===== config.mk =====
export PLATFORM = sky130hd
export DESIGN_NAME = lam_top
export DESIGN_NICKNAME = d
export VERILOG_FILES = /design/src/common/lam_pkg.sv /design/src/hdl/lam_top.sv /design/src/hdl/lam_flag.sv
export VERILOG_INCLUDE_DIRS = /design/src /design/src/common
export SDC_FILE = /design/constraint.sdc
export NUM_CORES = 1
export LEC_CHECK = 0
export ABC_AREA = 0
export BUFFER_PORTS_ARGS = -buffer_cell sky130_fd_sc_hd__buf_2
export CORE_UTILIZATION = 50
export CTS_CLUSTER_DIAMETER = 100
export CTS_CLUSTER_SIZE = 12
export DETAILED_ROUTE_END_ITERATION = 7
export HOLD_SLACK_MARGIN = 0.06
export PLACE_DENSITY = 0.7
export SLEW_MARGIN = 5
export SYNTH_ARGS = -nofsm -noshare
export SYNTH_HDL_FRONTEND = slang
export SYNTH_SLANG_ARGS = --single-unit

===== constraint.sdc =====
create_clock -name clk_sys_i -period 3.2 [get_ports clk_sys_i]
set_clock_uncertainty 0.1 [all_clocks]
set_input_delay 0.64 -clock clk_sys_i [delete_from_list [all_inputs] [get_ports clk_sys_i]]
set_output_delay 0.64 -clock clk_sys_i [all_outputs]
set_load 0.01 [all_outputs]

===== src/common/lam_map.svh =====
// register map, field positions, reset values and timing constants
// assumes: included by bare name from design and bench files
`ifndef LAM_MAP_SVH
`define LAM_MAP_SVH
// ==========================================================
// register indices on the plain register port
`define LAM_A_MODE    4'h0
`define LAM_A_CMD     4'h1
`define LAM_A_RXSTAT  4'h2
`define LAM_A_CNT_LO  4'h3
`define LAM_A_CNT_HI  4'h4
`define LAM_A_LINK    4'h5
`define LAM_A_GSTAT   4'h6
`define LAM_A_TIMER   4'h7
// ==========================================================
// mode register fields
`define LAM_MODE_NAM  0
`define LAM_MODE_TMD  1
`define LAM_MODE_BUSY 2
`define LAM_MODE_RST  8'h01
// command register fields (write only, self clearing)
`define LAM_CMD_RMC   0
`define LAM_CMD_RECEIVER_RESET_CMD  1
`define LAM_CMD_XIF   2
`define LAM_CMD_XTF   3
`define LAM_CMD_STI   4
`define LAM_CMD_TRANSMITTER_RESET_CMD  5
`define LAM_CMD_RHR   6
// receive status fields
`define LAM_RS_RDO    6
`define LAM_RS_CRC    5
`define LAM_RS_RAB    4
// link state register fields
`define LAM_LK_SFRAME_DETECT_FLAG   7
`define LAM_LK_WFA    6
`define LAM_LK_TIMER_RECOVERY_FLAG   5
`define LAM_LK_MFE_CODE  4'h7
`define LAM_LK_TIMER_RECOVERY_FLAG_CODE 4'h8
// general status fields
`define LAM_GS_PEER_BUSY_FLAG   0
// timer register: retry count in [7:5], period in ticks in [4:0]
`define LAM_TMR_RST   8'h61
// ==========================================================
// frame screening figures
`define LAM_POOL_BYTES 12'h020
`define LAM_MIN_U     12'h004
`define LAM_MIN_I     12'h005
`define LAM_MIN_S     12'h006
// timing
`define LAM_CLK_NS    25
`define LAM_TICK_NS   1000000
`endif


===== src/common/lam_pkg.sv =====
// types shared by the frame checker and its helpers
// assumes: compiled before any design file
package lam_pkg;
  // ==========================================================
  // frame class decoded from the control field
  typedef enum logic [1:0] {LAM_FT_I, LAM_FT_S, LAM_FT_U, LAM_FT_UNDEF} lam_ftype_t;
  // link state machine
  typedef enum logic [1:0] {LAM_LK_OFF, LAM_LK_MFE, LAM_LK_TIMER_RECOVERY_FLAG} lam_link_t;
  // receive screening machine
  typedef enum logic [1:0] {LAM_RX_IDLE, LAM_RX_FRAME, LAM_RX_HOLD} lam_rx_t;
endpackage


===== src/hdl/lam_top.sv =====
// receive frame screening and auto-mode link handling of a d-channel controller
// assumes: bit-level receiver and transmitter on clk_sys_i drive the frame inputs
`include "lam_map.svh"
`timescale 1ns/1ps
`default_nettype none
module lam_top #(
  parameter int TICK_CYC = (`LAM_TICK_NS + `LAM_CLK_NS - 1) / `LAM_CLK_NS
) (
  input  wire logic              clk_sys_i,
  input  wire logic              sys_rst_i,
  input  wire logic [3:0]        reg_addr_i,
  input  wire logic [7:0]        reg_wdata_i,
  input  wire logic              reg_wr_i,
  input  wire logic              reg_rd_i,
  output logic      [7:0]        reg_rdata_o,
  input  wire logic              rx_start_i,
  input  wire logic              rx_open_flag_i,
  input  wire logic              rx_byte_i,
  input  wire logic              rx_end_i,
  input  wire logic              rx_close_flag_i,
  input  wire logic              rx_partial_i,
  input  wire logic              rx_crc_ok_i,
  input  wire logic              rx_single_addr_i,
  input  wire logic              rx_sapi_ok_i,
  input  wire logic              rx_overflow_i,
  input  wire lam_pkg::lam_ftype_t rx_ftype_i,
  input  wire logic              tx_frame_done_i,
  input  wire logic              tx_collision_i,
  input  wire logic              peer_ack_i,
  input  wire logic              peer_reject_i,
  input  wire logic              peer_rr_i,
  input  wire logic              peer_rnr_i,
  input  wire logic              sframe_seen_i,
  input  wire logic              proto_err_i,
  output logic                   rx_message_end_irq_o,
  output logic                   rx_pool_full_irq_o,
  output logic                   tx_pool_ready_irq_o,
  output logic                   tx_repeat_irq_o,
  output logic                   timer_expiry_irq_o,
  output logic                   peer_status_change_irq_o,
  output logic                   protocol_error_irq_o,
  output logic                   send_poll_o
);
  // ==========================================================
  // register port decode
  logic [7:0]          mode_q, timer_q;
  logic                cmd_wr, sframe_detect_flag, ovf_acc;
  logic                rx_release_cmd, receiver_reset_cmd, send_numbered_info_cmd;
  logic                send_transparent_cmd, start_timer_cmd;
  logic                auto_mode, internal_timer_select, mode_to_nam;
  lam_pkg::lam_rx_t    rx_q;
  lam_pkg::lam_link_t  link_q;
  logic [11:0]         cnt_q;
  logic                rab_q, rdo_q, crc_q, wfa_q, xif_q, peer_busy_q;
  logic [2:0]          rc_q;
  assign cmd_wr                 = reg_wr_i && reg_addr_i == `LAM_A_CMD;
  assign rx_release_cmd         = cmd_wr && reg_wdata_i[`LAM_CMD_RMC];
  assign receiver_reset_cmd     = cmd_wr && (reg_wdata_i[`LAM_CMD_RECEIVER_RESET_CMD] || reg_wdata_i[`LAM_CMD_RHR]);
  assign send_numbered_info_cmd = cmd_wr && reg_wdata_i[`LAM_CMD_XIF];
  assign send_transparent_cmd   = cmd_wr && reg_wdata_i[`LAM_CMD_XTF];
  assign start_timer_cmd        = cmd_wr && reg_wdata_i[`LAM_CMD_STI];
  assign auto_mode              = !mode_q[`LAM_MODE_NAM];
  assign internal_timer_select  = mode_q[`LAM_MODE_TMD];
  assign mode_to_nam            = reg_wr_i && reg_addr_i == `LAM_A_MODE && reg_wdata_i[`LAM_MODE_NAM];

  // mode and timer registers
  always_ff @(posedge clk_sys_i or posedge sys_rst_i) begin
    if (sys_rst_i) begin
      mode_q  <= `LAM_MODE_RST;
      timer_q <= `LAM_TMR_RST;
    end else if (reg_wr_i && reg_addr_i == `LAM_A_MODE) begin
      mode_q  <= reg_wdata_i;
    end else if (reg_wr_i && reg_addr_i == `LAM_A_TIMER) begin
      timer_q <= reg_wdata_i;
    end
  end

  // read data, one cycle after the strobe; peer bits hidden outside auto
  always_ff @(posedge clk_sys_i or posedge sys_rst_i) begin
    if (sys_rst_i) begin
      reg_rdata_o <= 8'h00;
    end else if (reg_rd_i) begin
      unique case (reg_addr_i)
        `LAM_A_MODE:   reg_rdata_o <= mode_q;
        `LAM_A_RXSTAT: reg_rdata_o <= {1'b0, rdo_q, crc_q, rab_q, 4'h0};
        `LAM_A_CNT_LO: reg_rdata_o <= cnt_q[7:0];
        `LAM_A_CNT_HI: reg_rdata_o <= {4'h0, cnt_q[11:8]};
        `LAM_A_LINK:   reg_rdata_o <= !auto_mode ? 8'h00 :
                                      {sframe_detect_flag, wfa_q, link_q == lam_pkg::LAM_LK_TIMER_RECOVERY_FLAG, 1'b0,
                                       link_q == lam_pkg::LAM_LK_TIMER_RECOVERY_FLAG ? `LAM_LK_TIMER_RECOVERY_FLAG_CODE
                                                                      : `LAM_LK_MFE_CODE};
        `LAM_A_GSTAT:  reg_rdata_o <= {7'h00, auto_mode && peer_busy_q};
        `LAM_A_TIMER:  reg_rdata_o <= timer_q;
        default:       reg_rdata_o <= 8'h00;
      endcase
    end else begin
      reg_rdata_o <= 8'h00;
    end
  end

  // ==========================================================
  // receive screening
  logic is_s, is_i, short_len, discard, crc_good;
  logic [11:0] len_min;
  assign is_s = rx_ftype_i == lam_pkg::LAM_FT_S;
  assign is_i = rx_ftype_i == lam_pkg::LAM_FT_I;
  // minimum length per class; outside S frames a partial octet above it passes the length check
  assign len_min   = is_s ? `LAM_MIN_S : (is_i ? `LAM_MIN_I : `LAM_MIN_U);
  assign short_len = is_s ? (cnt_q < len_min)
                          : (cnt_q < len_min || (cnt_q == len_min && !rx_partial_i));
  assign discard   = rx_single_addr_i || !rx_sapi_ok_i
                  || (is_s && !rx_close_flag_i)
                  || short_len
                  || (rx_partial_i && (is_s || (is_i && mode_q[`LAM_MODE_BUSY])))
                  || (is_s && !rx_crc_ok_i);
  // partial octet, bad check or abort all report check-sequence bad
  assign crc_good  = rx_close_flag_i && !rx_partial_i && rx_crc_ok_i;

  lam_flag u_ovf (
    .clk_sys_i (clk_sys_i),
    .sys_rst_i (sys_rst_i),
    .set_i     (rx_q == lam_pkg::LAM_RX_FRAME && rx_overflow_i && !is_s),
    .clr_i     (rx_start_i),
    .flag_o    (ovf_acc)
  );

  // frame state, byte count and held status
  always_ff @(posedge clk_sys_i or posedge sys_rst_i) begin
    if (sys_rst_i) begin
      rx_q                 <= lam_pkg::LAM_RX_IDLE;
      cnt_q                <= 12'h000;
      rab_q                <= 1'b0;
      rdo_q                <= 1'b0;
      crc_q                <= 1'b0;
      rx_message_end_irq_o <= 1'b0;
      rx_pool_full_irq_o   <= 1'b0;
    end else begin
      rx_message_end_irq_o <= 1'b0;
      rx_pool_full_irq_o   <= 1'b0;
      if (receiver_reset_cmd) begin
        rx_q  <= lam_pkg::LAM_RX_IDLE;
        cnt_q <= 12'h000;
      end else begin
        unique case (rx_q)
          lam_pkg::LAM_RX_IDLE: begin
            if (rx_start_i && rx_open_flag_i) begin
              rx_q  <= lam_pkg::LAM_RX_FRAME;
              cnt_q <= 12'h000;
            end
          end
          lam_pkg::LAM_RX_FRAME: begin
            if (rx_end_i) begin
              if (discard) begin
                rx_q <= lam_pkg::LAM_RX_IDLE;
              end else begin
                rx_q                 <= lam_pkg::LAM_RX_HOLD;
                rx_message_end_irq_o <= 1'b1;
                rab_q                <= !rx_close_flag_i;
                rdo_q                <= ovf_acc || rx_overflow_i;
                crc_q                <= crc_good;
              end
            end else if (rx_byte_i) begin
              cnt_q <= cnt_q + 12'h001;
              if (!is_s && cnt_q[4:0] == 5'h1F) begin
                rx_pool_full_irq_o <= 1'b1;
              end
            end
          end
          lam_pkg::LAM_RX_HOLD: begin
            if (rx_release_cmd) begin
              rx_q <= lam_pkg::LAM_RX_IDLE;
            end
          end
          default: rx_q <= lam_pkg::LAM_RX_IDLE;
        endcase
      end
    end
  end

  // ==========================================================
  // acknowledgement timer, runs only in states 7 and 8
  logic [$clog2(TICK_CYC)-1:0] tick_q;
  logic [4:0] per_q;
  logic       run_q, t_exp, tmr_start, tmr_stop;
  logic       at_ready, rep_ev, ack_ev;
  assign t_exp    = run_q && auto_mode && tick_q == ($clog2(TICK_CYC))'(TICK_CYC - 1) && per_q <= 5'h01;
  assign ack_ev   = auto_mode && wfa_q && peer_ack_i;
  assign rep_ev   = auto_mode && xif_q && wfa_q && (peer_reject_i || tx_collision_i);
  assign at_ready = auto_mode && internal_timer_select;
  assign tmr_start = (at_ready && start_timer_cmd)
                  || (auto_mode && xif_q && wfa_q && tx_frame_done_i)
                  || (t_exp && rc_q < timer_q[7:5]);
  assign tmr_stop  = !auto_mode || ack_ev || rep_ev || t_exp
                  || (reg_wr_i && reg_addr_i == `LAM_A_TIMER);

  // tick prescaler and period count
  always_ff @(posedge clk_sys_i or posedge sys_rst_i) begin
    if (sys_rst_i) begin
      run_q  <= 1'b0;
      tick_q <= '0;
      per_q  <= 5'h00;
    end else if (tmr_start) begin
      run_q  <= 1'b1;
      tick_q <= '0;
      per_q  <= timer_q[4:0];
    end else if (tmr_stop) begin
      run_q  <= 1'b0;
    end else if (run_q) begin
      tick_q <= (tick_q == ($clog2(TICK_CYC))'(TICK_CYC - 1)) ? '0 : tick_q + 1'b1;
      if (tick_q == ($clog2(TICK_CYC))'(TICK_CYC - 1)) begin
        per_q <= per_q - 5'h01;
      end
    end
  end

  // ==========================================================
  // link state, retry counter and transmit outcomes
  always_ff @(posedge clk_sys_i or posedge sys_rst_i) begin
    if (sys_rst_i) begin
      link_q                   <= lam_pkg::LAM_LK_OFF;
      rc_q                     <= 3'h0;
      wfa_q                    <= 1'b0;
      xif_q                    <= 1'b0;
      peer_busy_q              <= 1'b0;
      tx_pool_ready_irq_o      <= 1'b0;
      tx_repeat_irq_o          <= 1'b0;
      timer_expiry_irq_o       <= 1'b0;
      peer_status_change_irq_o <= 1'b0;
      protocol_error_irq_o     <= 1'b0;
      send_poll_o              <= 1'b0;
    end else begin
      tx_pool_ready_irq_o      <= 1'b0;
      tx_repeat_irq_o          <= 1'b0;
      timer_expiry_irq_o       <= 1'b0;
      send_poll_o              <= 1'b0;
      peer_status_change_irq_o <= auto_mode && ((peer_rnr_i && !peer_busy_q) || (peer_rr_i && peer_busy_q));
      protocol_error_irq_o     <= auto_mode && proto_err_i;
      if (peer_rnr_i) begin
        peer_busy_q <= 1'b1;
      end else if (peer_rr_i) begin
        peer_busy_q <= 1'b0;
      end
      if (!auto_mode) begin
        // plain mode: ready means sent, repeat means collision
        link_q              <= lam_pkg::LAM_LK_OFF;
        rc_q                <= 3'h0;
        wfa_q               <= 1'b0;
        xif_q               <= 1'b0;
        tx_pool_ready_irq_o <= tx_frame_done_i;
        tx_repeat_irq_o     <= tx_collision_i;
      end else begin
        if (link_q == lam_pkg::LAM_LK_OFF) begin
          link_q <= lam_pkg::LAM_LK_MFE;
        end
        if (send_transparent_cmd) begin
          xif_q <= 1'b0;
        end else if (send_numbered_info_cmd && internal_timer_select) begin
          xif_q <= 1'b1;
          wfa_q <= 1'b1;
        end
        if (!xif_q) begin
          tx_pool_ready_irq_o <= tx_frame_done_i && !mode_to_nam;
          tx_repeat_irq_o     <= tx_collision_i;
        end
        if (at_ready && start_timer_cmd) begin
          link_q <= lam_pkg::LAM_LK_TIMER_RECOVERY_FLAG;
          rc_q   <= 3'h0;
        end else if (rep_ev) begin
          tx_repeat_irq_o <= 1'b1;
          link_q          <= lam_pkg::LAM_LK_MFE;
          rc_q            <= 3'h0;
          wfa_q           <= 1'b0;
        end else if (ack_ev) begin
          tx_pool_ready_irq_o <= !mode_to_nam;
          wfa_q               <= 1'b0;
          if (link_q == lam_pkg::LAM_LK_TIMER_RECOVERY_FLAG) begin
            link_q <= lam_pkg::LAM_LK_MFE;
            rc_q   <= 3'h0;
          end
        end else if (t_exp) begin
          if (rc_q < timer_q[7:5]) begin
            send_poll_o <= 1'b1;
            rc_q        <= rc_q + 3'h1;
            link_q      <= lam_pkg::LAM_LK_TIMER_RECOVERY_FLAG;
          end else begin
            timer_expiry_irq_o  <= 1'b1;
            tx_pool_ready_irq_o <= !mode_to_nam;
            wfa_q               <= 1'b0;
          end
        end
      end
    end
  end

  // supervisory frames seen, cleared by reading the link state
  lam_flag u_sframe_detect_flag (
    .clk_sys_i (clk_sys_i),
    .sys_rst_i (sys_rst_i),
    .set_i     (auto_mode && sframe_seen_i),
    .clr_i     (reg_rd_i && reg_addr_i == `LAM_A_LINK),
    .flag_o    (sframe_detect_flag)
  );
endmodule
`default_nettype wire


===== src/hdl/lam_flag.sv =====
// sticky status flag where a set beats a simultaneous clear
// assumes: set and clear come from logic on clk_sys_i
`timescale 1ns/1ps
`default_nettype none
module lam_flag (
  input  wire logic clk_sys_i,
  input  wire logic sys_rst_i,
  input  wire logic set_i,
  input  wire logic clr_i,
  output logic      flag_o
);
  // ==========================================================
  // set wins over clear
  always_ff @(posedge clk_sys_i or posedge sys_rst_i) begin
    if (sys_rst_i) begin
      flag_o <= 1'b0;
    end else if (set_i) begin
      flag_o <= 1'b1;
    end else if (clr_i) begin
      flag_o <= 1'b0;
    end
  end
endmodule
`default_nettype wire


# Word-level counts from Yosys, hierarchy flattened
# Index checks and enable logic that the tools add are counted.
# Widths: inputs -> output; s select.
[totals] input_bits=36 output_inout_bits=16 word_cells=236 register_bits=81
[op_classes] addsub=4 n_mux=92 reduce_logical=87 bitwise_logic=3 order_cmp=3 n_eq_ne=21
[ops] operator="$mux 16" count=4
[ops] operator="$pmux 8 s7" count=1
[ops] operator="$mux 1" count=53
[ops] operator="$mux 12" count=4
[ops] operator="$logic_and 1x1->1" count=41
[ops] operator="$mux 2" count=14
[ops] operator="$pmux 12 s2" count=1
[ops] operator="$mux 3" count=7
[ops] operator="$mux 5" count=4
[ops] operator="$logic_or 1x1->1" count=17
[ops] operator="$add 16x1->16 const B" count=1
[ops] operator="$eq 16x16->1 const B" count=1
[ops] operator="$eq 4x3->1 const B" count=4
[ops] operator="$mux 8" count=2
[ops] operator="$ne 3x3->1 const B" count=5
[ops] operator="$add 12x1->12 const B" count=1
[ops] operator="$eq 12x3->1" count=1
[ops] operator="$lt 12x3->1" count=1
[ops] operator="$reduce_bool 2->1" count=6
[ops] operator="$reduce_bool 5->1" count=2
[ops] operator="$reduce_and 3->1" count=3
[ops] operator="$eq 4x2->1 const B" count=2
[ops] operator="$logic_not 1->1" count=8
[ops] operator="$reduce_and 4->1" count=2
[ops] operator="17 further kinds" count=25

# Longest topological paths before layout
# Gate-level depths: netlist (run 1).
[depth] ltp_word=14 ltp_mapped=9 mapped_depth_nobuf=8

# Cells and area by module
# From an unflattened synthesis (run 1), not the netlist that was laid out.
[hier_totals] cells_unflattened=475 area_unflattened_um2=4436.8
[by_module_without_submodules] mod="lam_top" seq_area_each_um2=1981.9 instances=1 cells_each=467 area_per_inst_um2=4356.7
[by_module_without_submodules] mod="lam_flag" seq_area_each_um2=25.0 instances=2 cells_each=4 area_per_inst_um2=40.0

# Worst setup path before layout (run 1)
# Ideal clock, no wire load.
[synth_timing] kind="input-to-reg" startpoint="in reg_addr_i[2]" endpoint="reg crc_q" n_path_buf=1 arrival_time_ns=2.241 path_slack_ns=0.731 cell_stages=6 path_cell_list="clkbuf_1 or3b_1 nor3_2 nor2_1 nand3b_1 mux2_1"
[synth_between] elab_chain_cells=5
[synth_lines] item="start: declaration" line_no="lam_top.sv:11" rtl="input wire logic [3:0] reg_addr_i,"
[synth_lines] item="$eq 4x1->1 (no line)"
[synth_lines] item="$logic_and 1x1->1 (no line)"
[synth_lines] item="$logic_and 1x1->1" line_no="lam_top.sv:58" rtl="assign receiver_reset_cmd = cmd_wr && (reg_wdata_i[`LAM_CMD_RECEIVER_RESET_CMD] || reg_wdata_i[`LAM_CMD_RHR]);"
[synth_lines] item="$not 1->1 (no line)"
[synth_lines] item="$reduce_and 4->1 (no line)"
[synth_lines] item="end signal: assignment" line_no="lam_top.sv:160" rtl="crc_q <= crc_good;"
[synth_lines] item="end: declaration" line_no="lam_top.sv:54" rtl="logic rab_q, rdo_q, crc_q, wfa_q, xif_q, peer_busy_q;"
# Every way passes these cells.
# A chain may end at the register's enable or synchronous reset.

# Worst setup path after layout (run 1)
[layout_timing] startpoint="reg tick_q[0]" endpoint="reg tick_q[10]"
[layout_between] elab_chain_cells=7 word_cells_on_any_way=15
[layout_lines] item="start: declaration" line_no="lam_top.sv:182" rtl="logic [$clog2(TICK_CYC)-1:0] tick_q;"
[layout_lines] item="start signal: assignment" line_no="lam_top.sv:209" rtl="tick_q <= (tick_q == ($clog2(TICK_CYC))'(TICK_CYC - 1)) ? '0 : tick_q + 1'b1;"
[layout_lines] item="branches (longest 7 deep; another with $add 16x1->16)"
# Several ways; the timed one is not identified. The select of a mux whose other input is x is not followed.

==> summary.md, run 1 <==
| Metric | Value |
|---|---|
| Dpl hpwl | 8071 µm |
| Final Setup Violations | 0 |
| Max VDD drop | between 0.2 and 0.3 mV |
| Syn_nets | a little over 500 |
| Total congestion overflow | 0 |
| Via Count | 3933 |
| Compound-cell area share of the yosys netlist | about a fifth |
| Die X | approximately 97 µm |
| Vias per inst | 6.126 |
| Final instance area | 5149 µm² |
| Initial Util | about 52% |
| Worst hold path class | input pin to async pin |
| Die area | 9441 µm² |
| Hold Fails Final Rpt | 0 |
| Simple-Gate Fraction of Synth Area | 21.25% |
| XOR/XNOR Fraction of Synth Area | 0.7737% |
| Post-CTS resize count | 0 |
| CP most frequent cell | and4_1 |
| PwrDens | 510.4 nW/µm² |
| Antenna violations before repair | 0 |
| Inserted Diodes | 0 |
| Final min period | about 2.8 ns |
| Syn_area_per_cell | ~9.6 µm² |
| Root Buffer | clkbuf_8 |
| Clock-pin transition on the worst setup and hold timing paths | about 0.090 ns |
| Die height | between 90 and 100 µm |
| Final worst slack | 0.4468 ns |
| Post-CTS setup repair buffer count | 0 |
| Placement Setup Slack | around 0.27 ns |
| Leading register cell type out of synthesis | dfrtp_1 |
| Share of cells above drive strength 1 | about a fifth |
| Area after DPL | 4923 µm² |
| Worst EP required | about 3.4 ns |
| Hold buffers post-CTS | 0 |
| Port bufs | a little over 50 |
| # fillers | 787 |
| Fin util | around 59% |
| CP max stage delay | approximately 0.61 ns |
| Syn-to-layout area delta | 13.71% |
| Post-synth top cells | dfrtp_1 (77), nand2_1 (47), nor2_1 (33) |
| Top cells by area, synth | dfrtp_1 (43%), nand2_1 (3.9%), a211oi_1 (3.0%) |
| Post-synth EDFFs | 0 |
| Post-Route WL | 11130 µm |
| Outcome | finished clean |
| Vias in the first global route | between 3000 and 4000 |
| Post-synthesis sequential area ratio | 44.87% |
| Worst skew pair latency | approximately 0.36 ns |
| H-tree depth | 3 |
| Multiplexer share of the synthesized area | approximately 5.4% |
| Number of CTS-inserted buffers | 9 |
| CP Cell Sequence | ha_1, and4_1, and4_1, a211o_1, or4_1, a211oi_1 |
| Largest net degree at the start of global routing | 41 |
| YS warnings | 0 |
| Worst endpoint data arrival time | a little under 3 ns |
| Static leakage | approximately 2.3 nW |
| Drt wl/cell | 17.34 µm |
| Worst reg-to-reg setup slack | around 0.45 ns |
| Setup TNS | 0 ns |
| Core box area | around 8800 µm² |
| Post-synth top area cell | dfrtp_1 |
| Drt initial violations | about 160 |
| Clock Tree Buf Depth | 2 |
| Total track usage | 24.42% |
| First-pass GRT wire length | between 15000 and 20000 µm |
| Critical path type | flop to flop |
| I/O pin cnt | 52 |
| Count leader, synth | dfrtp_1 |
| CP Capture Type | flop |
| Relative slew slack | 40.25% |
| # DRC | 0 |
| Largest family of logic cells by synthesized area | simple AND/OR/NAND/NOR gates |
| Synth Register Bits | just over 80 |
| Mapped cell area | approximately 4500 µm² |
| Final Max Slew Viols | 0 |
| Final antenna-violating net count | 0 |
| RePlAce Congestion | 0.8592 |
| Slowest cell on crit path | a211o_1 |
| Peak Freq | between 0.3 and 0.4 GHz |
| Post-synth top area share | around 43% |
| Overall power | 2.628 mW |
| Unique masters post-synth | between 60 and 70 |
| Mapped Cells | ~470 |
| Drt first pass iters | 5 |
| Tightest Pin Transition | 0.8929 ns |
| Row Count | 34 |
| Clock sink count | just over 80 |
| Max-Cap Viols | 0 |
| Final worst-path cycle share | between 80% and 90% |
| Total Nets Final | between 500 and 600 |
| Setup crit start kind | flop |
| Unrepaired setup endpoints after global routing | no |
| CTS tree | done |
| Post-Synth Adder-Cell Area | 2.763% |
| Ys async rst share | 100.0% |
| Maximum fanout along the worst path | 29 |
## report_power, final
group,internal [mW],switching [mW]
sequential,1.16,0.136
combinational,0.205,0.268
clock,0.449,0.414
## per-layer routing
metal	GRT usage [%]	vias up	routed length [µm]
met5	0	-	0
met4	9.300	0	172
li1	-	1880	-
met3	3.741	16	419
met2	38.89	95	5399
met1	33.66	1942	5141
## worst max-delay path: cells and delay by family, from the launching register on
family                   cells  cell delay, ns
flip-flops                   1            0.42
AND/OR/NAND/NOR              3            0.99
AO/OA/AOI/OAI                2            0.88
adder cells (fa/ha/maj)      1            0.25
## logic make-up after synthesis
kind of cell | Yosys count
AO/OA/AOI/OAI | 136
adder cells (fa/ha/maj) | 10
XOR/XNOR | 4
buffers and inverters | 42
AND/OR/NAND/NOR | 177
multiplexers | 23
flip-flops | 81
## layout by cell type, fill, tap and decap left out, types with 12 or more instances in the layout
cell,n
a211oi_1,18
or4_1,12
dfrtp_1,77
nor2_1,33
a21oi_1,21
buf_4,12
inv_1,21
o31ai_1,18
nand3_1,21
o21ai_1,16
nand2_1,47
buf_2,51
## registers in the layout (all words and copies together) (netlist names), 2 cells and up
register / count
cnt_q: 12
rx_q: 2
link_q: 2
tick_q: 16
timer_q: 8
rc_q: 3
per_q: 5
mode_q: 8
reg_rdata_o: 8
## worst paths after layout
check	startpoint	end	cells after the start
max in group asynchronous	sys_rst_i	timer_q[0]	3
hold / removal	sys_rst_i	cnt_q[6]	2
setup / recovery	tick_q[0]	tick_q[10]	6
hold reg to reg	rx_q[1]	rx_q[0]	1
setup reg to reg	tick_q[0]	tick_q[10]	6
min in group clk_sys_i	rx_close_flag_i	rab_q	2
## area by class of cell
cell class,instances,area (µm²),share of cell area [%]
clock buffer,9,123.9,2.406
clock inverter,7,101.3,1.968
inverter,24,91.34,1.774
multi-input combinational,350,2320,45.05
sequential,81,2032,39.47
tap,108,135.1,2.625
timing repair buffer,63,345.3,6.707
## per-stage QoR
| stage | hold slack, ns | cells |
|---|---|---|
| final | 0.2632 | 642 |
| after global routing | 0.3058 | 642 |
| after CTS | 0.2826 | 642 |
| after detailed placement | 0.3608 | 626 |
| after global placement | 0.3641 | 626 |
| after floorplan | 0.3338 | 473 |
(Power assumes the default switching activity.)
==> run 2, diff against run 1 <==
--- a/config.mk
+++ b/config.mk
@@ -13,7 +13,7 @@
 export CTS_CLUSTER_SIZE = 12
 export DETAILED_ROUTE_END_ITERATION = 7
 export HOLD_SLACK_MARGIN = 0.06
-export PLACE_DENSITY = 0.7
+export PLACE_DENSITY_LB_ADDON = 0.2
 export SLEW_MARGIN = 5
 export SYNTH_ARGS = -nofsm -noshare
 export SYNTH_HDL_FRONTEND = slang
==> summary.md, run 2 (synthesis results as in run 1) <==
| Metric | Value |
|---|---|
| Inserted Diodes | 0 (unchanged) |
| Via Count | 3906 (was 3933) |
| NetSw | 809.7 µW (was 817.2 µW) |
| Initial Util | 51.67% (unchanged) |
| Clock-pin transition on the worst setup and hold timing paths | 0.10 ns (was 0.09 ns) |
| Die X | 97.17 µm (unchanged) |
| Worst EP required | 3.37 ns (was 3.36 ns) |
| Max FFs per register | 16 (unchanged) |
| Share of cells above drive strength 1 | 20.37% (was 20.22%) |
| Antenna violations before repair | 0 (unchanged) |
| Total track usage | 23.82% (was 24.42%) |
| Relative slew slack | 41.77% (was 40.25%) |
| H-tree depth | 3 (unchanged) |
| CP Capture Type | flop (unchanged) |
| RR Startpoint | tick_q[0] (unchanged) |
| Internal | 1.737 mW (was 1.811 mW) |
| Commonest cells after routing, fill and taps aside | dfrtp_1 (77), buf_2 (51), nand2_1 (47) (unchanged) |
| Number of CTS-inserted buffers | 9 (unchanged) |
| Clock Tree Buf Depth | 2 (unchanged) |
| Clock sink count | 81 (unchanged) |
| Unrepaired setup endpoints after global routing | no (unchanged) |
| Worst endpoint data arrival time | 2.82 ns (was 2.92 ns) |
| Drt wl/cell | 16.64 µm (was 17.34 µm) |
| Peak Freq | 0.3769 GHz (was 0.3632 GHz) |
| Sw Ratio | 31.79% (was 31.10%) |
| Outcome | finished clean (unchanged) |
| Vias in the first global route | 3577 (was 3752) |
| Clock Power Share | 30.9% (was 32.8%) |
| Max VDD drop | 0.2152 mV (was 0.2639 mV) |
| Maximum fanout along the worst path | 22 (was 29) |
| Regs by FF count | tick_q x16, cnt_q x12 (unchanged) |
| Commonest non-fill, non-tap cell in the layout | dfrtp_1 (unchanged) |
| # DRC | 0 (unchanged) |
| CTS tree | done (unchanged) |
| Total congestion overflow | 0 (unchanged) |
| Final worst slack | 0.5467 ns (was 0.4468 ns) |
| Vias per inst | 6.075 (was 6.126) |
| Static leakage | 2.266 nW (about the same) |
| I/O pin cnt | 52 (unchanged) |
| Critical path type | flop to flop (unchanged) |
| Slowest cell on crit path | or4_1 (was a211o_1) |
| Die area | 9441 µm² (unchanged) |
| Row Count | 34 (unchanged) |
| Final worst-path cycle share | 82.92% (was 86.04%) |
| Final Max Slew Viols | 0 (unchanged) |
| Dpl hpwl | 7857 µm (was 8071 µm) |
| RePlAce Congestion | 0.8698 (was 0.8592) |
| Post-Route WL | 10700 µm (was 11130 µm) |
| Root Buffer | clkbuf_8 (unchanged) |
| Port bufs | 51 (unchanged) |
| Syn-to-layout area delta | 13.76% (was 13.71%) |
| Final antenna-violating net count | 0 (unchanged) |
| CP most frequent cell | and4_1 (unchanged) |
| Final Setup Violations | 0 (unchanged) |
| Total Nets Final | 576 (was 575) |
| Hold Fails Final Rpt | 0 (unchanged) |
| Placement Setup Slack | 0.3700 ns (was 0.2674 ns) |
| Die height | 97.17 µm (unchanged) |
| Worst setup path start | tick_q[0] (unchanged) |
| PwrDens | 494.4 nW/µm² (was 510.4 nW/µm²) |
| Worst skew pair latency | 0.36 ns (about the same) |
| First-pass GRT wire length | 18090 µm (was 18460 µm) |
| Drt initial violations | 183 (was 163) |
| Overall power | 2.547 mW (was 2.628 mW) |
| Hold buffers post-CTS | 0 (unchanged) |
| Setup crit start kind | flop (unchanged) |
| Gate power share | 18.6% (was 18.0%) |
| Worst hold path class | input pin to async pin (unchanged) |
| Post-CTS setup repair buffer count | 0 (unchanged) |
| # fillers | 780 (was 787) |
| Post-CTS resize count | 0 (unchanged) |
| CP max stage delay | 0.59 ns (was 0.61 ns) |
| Setup TNS | 0 ns (unchanged) |
| Final min period | 2.653 ns (was 2.753 ns) |
| Drt first pass iters | 4 (was 5) |
| Sequential group share of total power | 50.5% (was 49.2%) |
| Largest net degree at the start of global routing | 53 (was 41) |
| Max-Cap Viols | 0 (unchanged) |
| Largest register by flop count | tick_q (unchanged) |
| Tightest Pin Transition | 0.8703 ns (was 0.8929 ns) |
| CP Cell Sequence | ha_1, and4_1, and4_1, a211o_1, or4_1, a211oi_1 (unchanged) |
| Core box area | 8763 µm² (unchanged) |
## run 2: cell type report
class / instances / area (µm²) / area share, %
sequential: 81 / 2032 / 39.45
clock inverter: 7 / 83.83 / 1.627
tap: 108 / 135.1 / 2.623
timing repair buffer: 64 / 365.4 / 7.093
multi-input combinational: 350 / 2320 / 45.03
inverter: 24 / 91.34 / 1.773
clock buffer: 9 / 123.9 / 2.405
## run 2: per-stage QoR
step	area, µm²	instances	util [%]	hold slack, ns
2_1_floorplan	4528	473	-	0.3338
3_3_place_gp	4943	627	56.41	0.3593
3_5_place_dp	4943	627	56.41	0.3667
4_1_cts	5151	643	58.78	0.2106
5_1_grt	5151	643	58.78	0.2284
6_report	5151	643	58.78	0.1986
## run 2: worst paths after layout
path                       depth (start not counted)  slack, ns         end
setup / recovery                                   6       0.55  tick_q[11]
hold / removal                                     2       0.20   tick_q[8]
setup reg to reg                                   6       0.55  tick_q[11]
hold reg to reg                                    1       0.38     rx_q[0]
max in group asynchronous                          3       2.09  timer_q[5]
min in group clk_sys_i                             2       0.36       rab_q
## run 2: worst max-delay path, delay by kind of cell (launching register included)
family                   cells  cell delay [ns]
AO/OA/AOI/OAI                2             0.78
adder cells (fa/ha/maj)      1             0.27
flip-flops                   1             0.41
AND/OR/NAND/NOR              3             0.99
## run 2: routing by layer
metal  GRT usage, %  wire, µm
met1          35.68      5206
met2          34.78      4712
met3          4.604       609
met4          7.233       174
met5              0         0
## run 2: power by group through the flow
stage          Sequential [mW]  Clock [mW]  Combinational [mW]
2_1_floorplan             1.26           0               0.351
3_3_place_gp              1.30           0               0.461
3_5_place_dp              1.30           0               0.471
4_1_cts                   1.28       0.801               0.474
5_1_grt                   1.30       0.846               0.541
6_report                  1.29       0.788               0.472
==> run 3, diff against run 2 <==
==> constraint.sdc (replaced) <==
create_clock -name clk_sys_i -period 2.5 [get_ports clk_sys_i]
set_clock_uncertainty 0.1 [all_clocks]
set_input_delay 0.5 -clock clk_sys_i [delete_from_list [all_inputs] [get_ports clk_sys_i]]
set_output_delay 0.5 -clock clk_sys_i [all_outputs]
set_load 0.01 [all_outputs]
==> summary.md, run 3 (synthesis results as in run 1) <==
| Metric | Value |
|---|---|
| RePlAce Congestion | 0.8748 (was 0.8698) |
| I/O pin cnt | 52 (unchanged) |
| Die X | 97.17 µm (unchanged) |
| Clock-pin transition on the worst setup and hold timing paths | 0.09 ns (was 0.10 ns) |
| Total Nets Final | 596 (was 576) |
| Clock Tree Buf Depth | 2 (unchanged) |
| Max FFs per register | 16 (unchanged) |
| Crit path max-delay family | simple AND/OR/NAND/NOR gates (unchanged) |
| # DRC | 0 (unchanged) |
| Maximum fanout along the worst path | 10 (was 22) |
| Drt initial violations | 317 (was 183) |
| Regs by FF count | tick_q x16, cnt_q x12 (unchanged) |
| Relative slew slack | 37.70% (was 41.77%) |
| Fin util | 60.58% (was 58.78%) |
| Final antenna-violating net count | 0 (unchanged) |
| Worst EP required | 2.67 ns (was 3.37 ns) |
| Number of CTS-inserted buffers | 9 (unchanged) |
| Drt wl/cell | 16.94 µm (was 16.64 µm) |
| Port bufs | 51 (unchanged) |
| Clock sink count | 81 (unchanged) |
| Total congestion overflow | 0 (unchanged) |
| Syn-to-layout area delta | 17.24% (was 13.76%) |
| Max VDD drop | 0.2978 mV (was 0.2152 mV) |
| Final Setup Violations | 0 (unchanged) |
| Total track usage | 24.92% (was 23.82%) |
| Initial Util | 51.67% (unchanged) |
| Final worst-path cycle share | 95.75% (was 82.92%) |
| Post-Route WL | 11230 µm (was 10700 µm) |
| PwrDens | 609.7 nW/µm² (was 494.4 nW/µm²) |
| Commonest cells after routing, fill and taps aside | dfrtp_1 (77), buf_2 (51), nand2_1 (47) (unchanged) |
| Max-Cap Viols | 0 (unchanged) |
| CP max stage delay | 0.52 ns (was 0.59 ns) |
| Vias per inst | 6.047 (was 6.075) |
| Largest net degree at the start of global routing | 34 (was 53) |
| Worst endpoint data arrival time | 2.56 ns (was 2.82 ns) |
| Final Max Slew Viols | 0 (unchanged) |
| Drt first pass iters | 5 (was 4) |
| Via Count | 4009 (was 3906) |
| Peak Freq | 0.4178 GHz (was 0.3769 GHz) |
| H-tree depth | 3 (unchanged) |
| Critical path type | flop to flop (unchanged) |
| Setup crit start kind | flop (unchanged) |
| Unrepaired setup endpoints after global routing | no (unchanged) |
| Share of cells above drive strength 1 | 23.96% (was 20.37%) |
| Slowest cell on crit path | or4_1 (unchanged) |
| CP Capture Type | flop (unchanged) |
| Core box area | 8763 µm² (unchanged) |
| Row Count | 34 (unchanged) |
| Hold Fails Final Rpt | 0 (unchanged) |
| Worst hold path class | input pin to async pin (unchanged) |
| Buf/Inv on CP | 1 (was 0) |
| Commonest non-fill, non-tap cell in the layout | dfrtp_1 (unchanged) |
| Die height | 97.17 µm (unchanged) |
| CP Cell Sequence | ha_2, and4_1, and4_1, a211o_1, buf_4, or4_1, a211oi_2 (was ha_1, and4_1, and4_1, a211o_1, or4_1, a211oi_1) |
| Tightest Pin Transition | 0.9311 ns (was 0.8703 ns) |
| Largest register by flop count | tick_q (unchanged) |
| Static leakage | 2.352 nW (was 2.266 nW) |
| Inserted Diodes | 0 (unchanged) |
| Antenna violations before repair | 0 (unchanged) |
| First-pass GRT wire length | 18800 µm (was 18090 µm) |
| Setup TNS | 0 ns (unchanged) |
| Hold buffers post-CTS | 0 (unchanged) |
| Dpl hpwl | 8430 µm (was 7857 µm) |
| Outcome | finished clean (unchanged) |
| Worst skew pair latency | 0.36 ns (about the same) |
| Final min period | 2.394 ns (was 2.653 ns) |
| CP most frequent cell | and4_1 (unchanged) |
| CTS tree | done (unchanged) |
| Vias in the first global route | 3794 (was 3577) |
| Die area | 9441 µm² (unchanged) |
| Root Buffer | clkbuf_8 (unchanged) |
run 3: cell count changes in the layout (fill, tap and decap cells not counted), moves of 2 or more:
| cell | delta |
|---|---|
| buf_4 | +20 |
| a211oi_1 | -4 |
| a211oi_2 | +4 |
| inv_6 | -3 |
| clkbuf_1 | +2 |
run 3: area by class of cell:
cell class | count | area (µm²)
sequential | 81 | 2032
timing repair buffer | 84 | 515.5
multi-input combinational | 350 | 2345
clock inverter | 5 | 56.30
fill | 752 | 3455
clock buffer | 11 | 131.4
inverter | 24 | 93.84
tap | 108 | 135.1
run 3: metal layers:
layer  part of all wire (%)  GRT usage (%)
met1                     48          36.75
met2                     46          38.03
met3                    5.0          3.957
met4                    1.4          7.003
met5                      0              0
run 3: path summary, 6_finish.rpt:
check,cells after the start,slack [ns],startpoint,endpoint
hold reg to reg,1,0.38,rx_q[1],rx_q[0]
setup / recovery,7,0.11,tick_q[0],tick_q[11]
max in group asynchronous,3,1.50,sys_rst_i,rdo_q
setup reg to reg,7,0.11,tick_q[0],tick_q[11]
min in group clk_sys_i,2,0.24,peer_rnr_i,peer_busy_q
hold / removal,2,0.11,sys_rst_i,tx_repeat_irq_o
run 3: per-stage QoR:
step           cell area [µm²]  power (mW)  hold slack, ns  instances  worst slack, ns
2_1_floorplan             4532       2.063          0.3338        473           0.1711
3_3_place_gp              5089       2.267          0.3636        646          0.09594
3_5_place_dp              5089       2.293          0.3657        646          0.04395
4_1_cts                   5276       3.234          0.1347        662          0.03445
5_1_grt                   5309       3.413          0.1569        663        0.0004097
6_report                  5309       3.237          0.1122        663           0.1064
run 3: timing repair:
action / CTS / global route
setup endpoints to repair: 0 / 10
setup buffers: 0 / 1
resized for setup: 0 / 6
run 3: worst register-to-register path, stage by stage (launching register included):
cell,delay [ns]
dfrtp_1,0.41
ha_2,0.21
and4_1,0.18
and4_1,0.17
a211o_1,0.32
buf_4,0.17
or4_1,0.52
a211oi_2,0.23
run 3: where the power goes:
group / switching (mW) / internal (mW)
clock: 0.484 / 0.461
combinational: 0.359 / 0.288
sequential: 0.165 / 1.48
total: 1.01 / 2.23
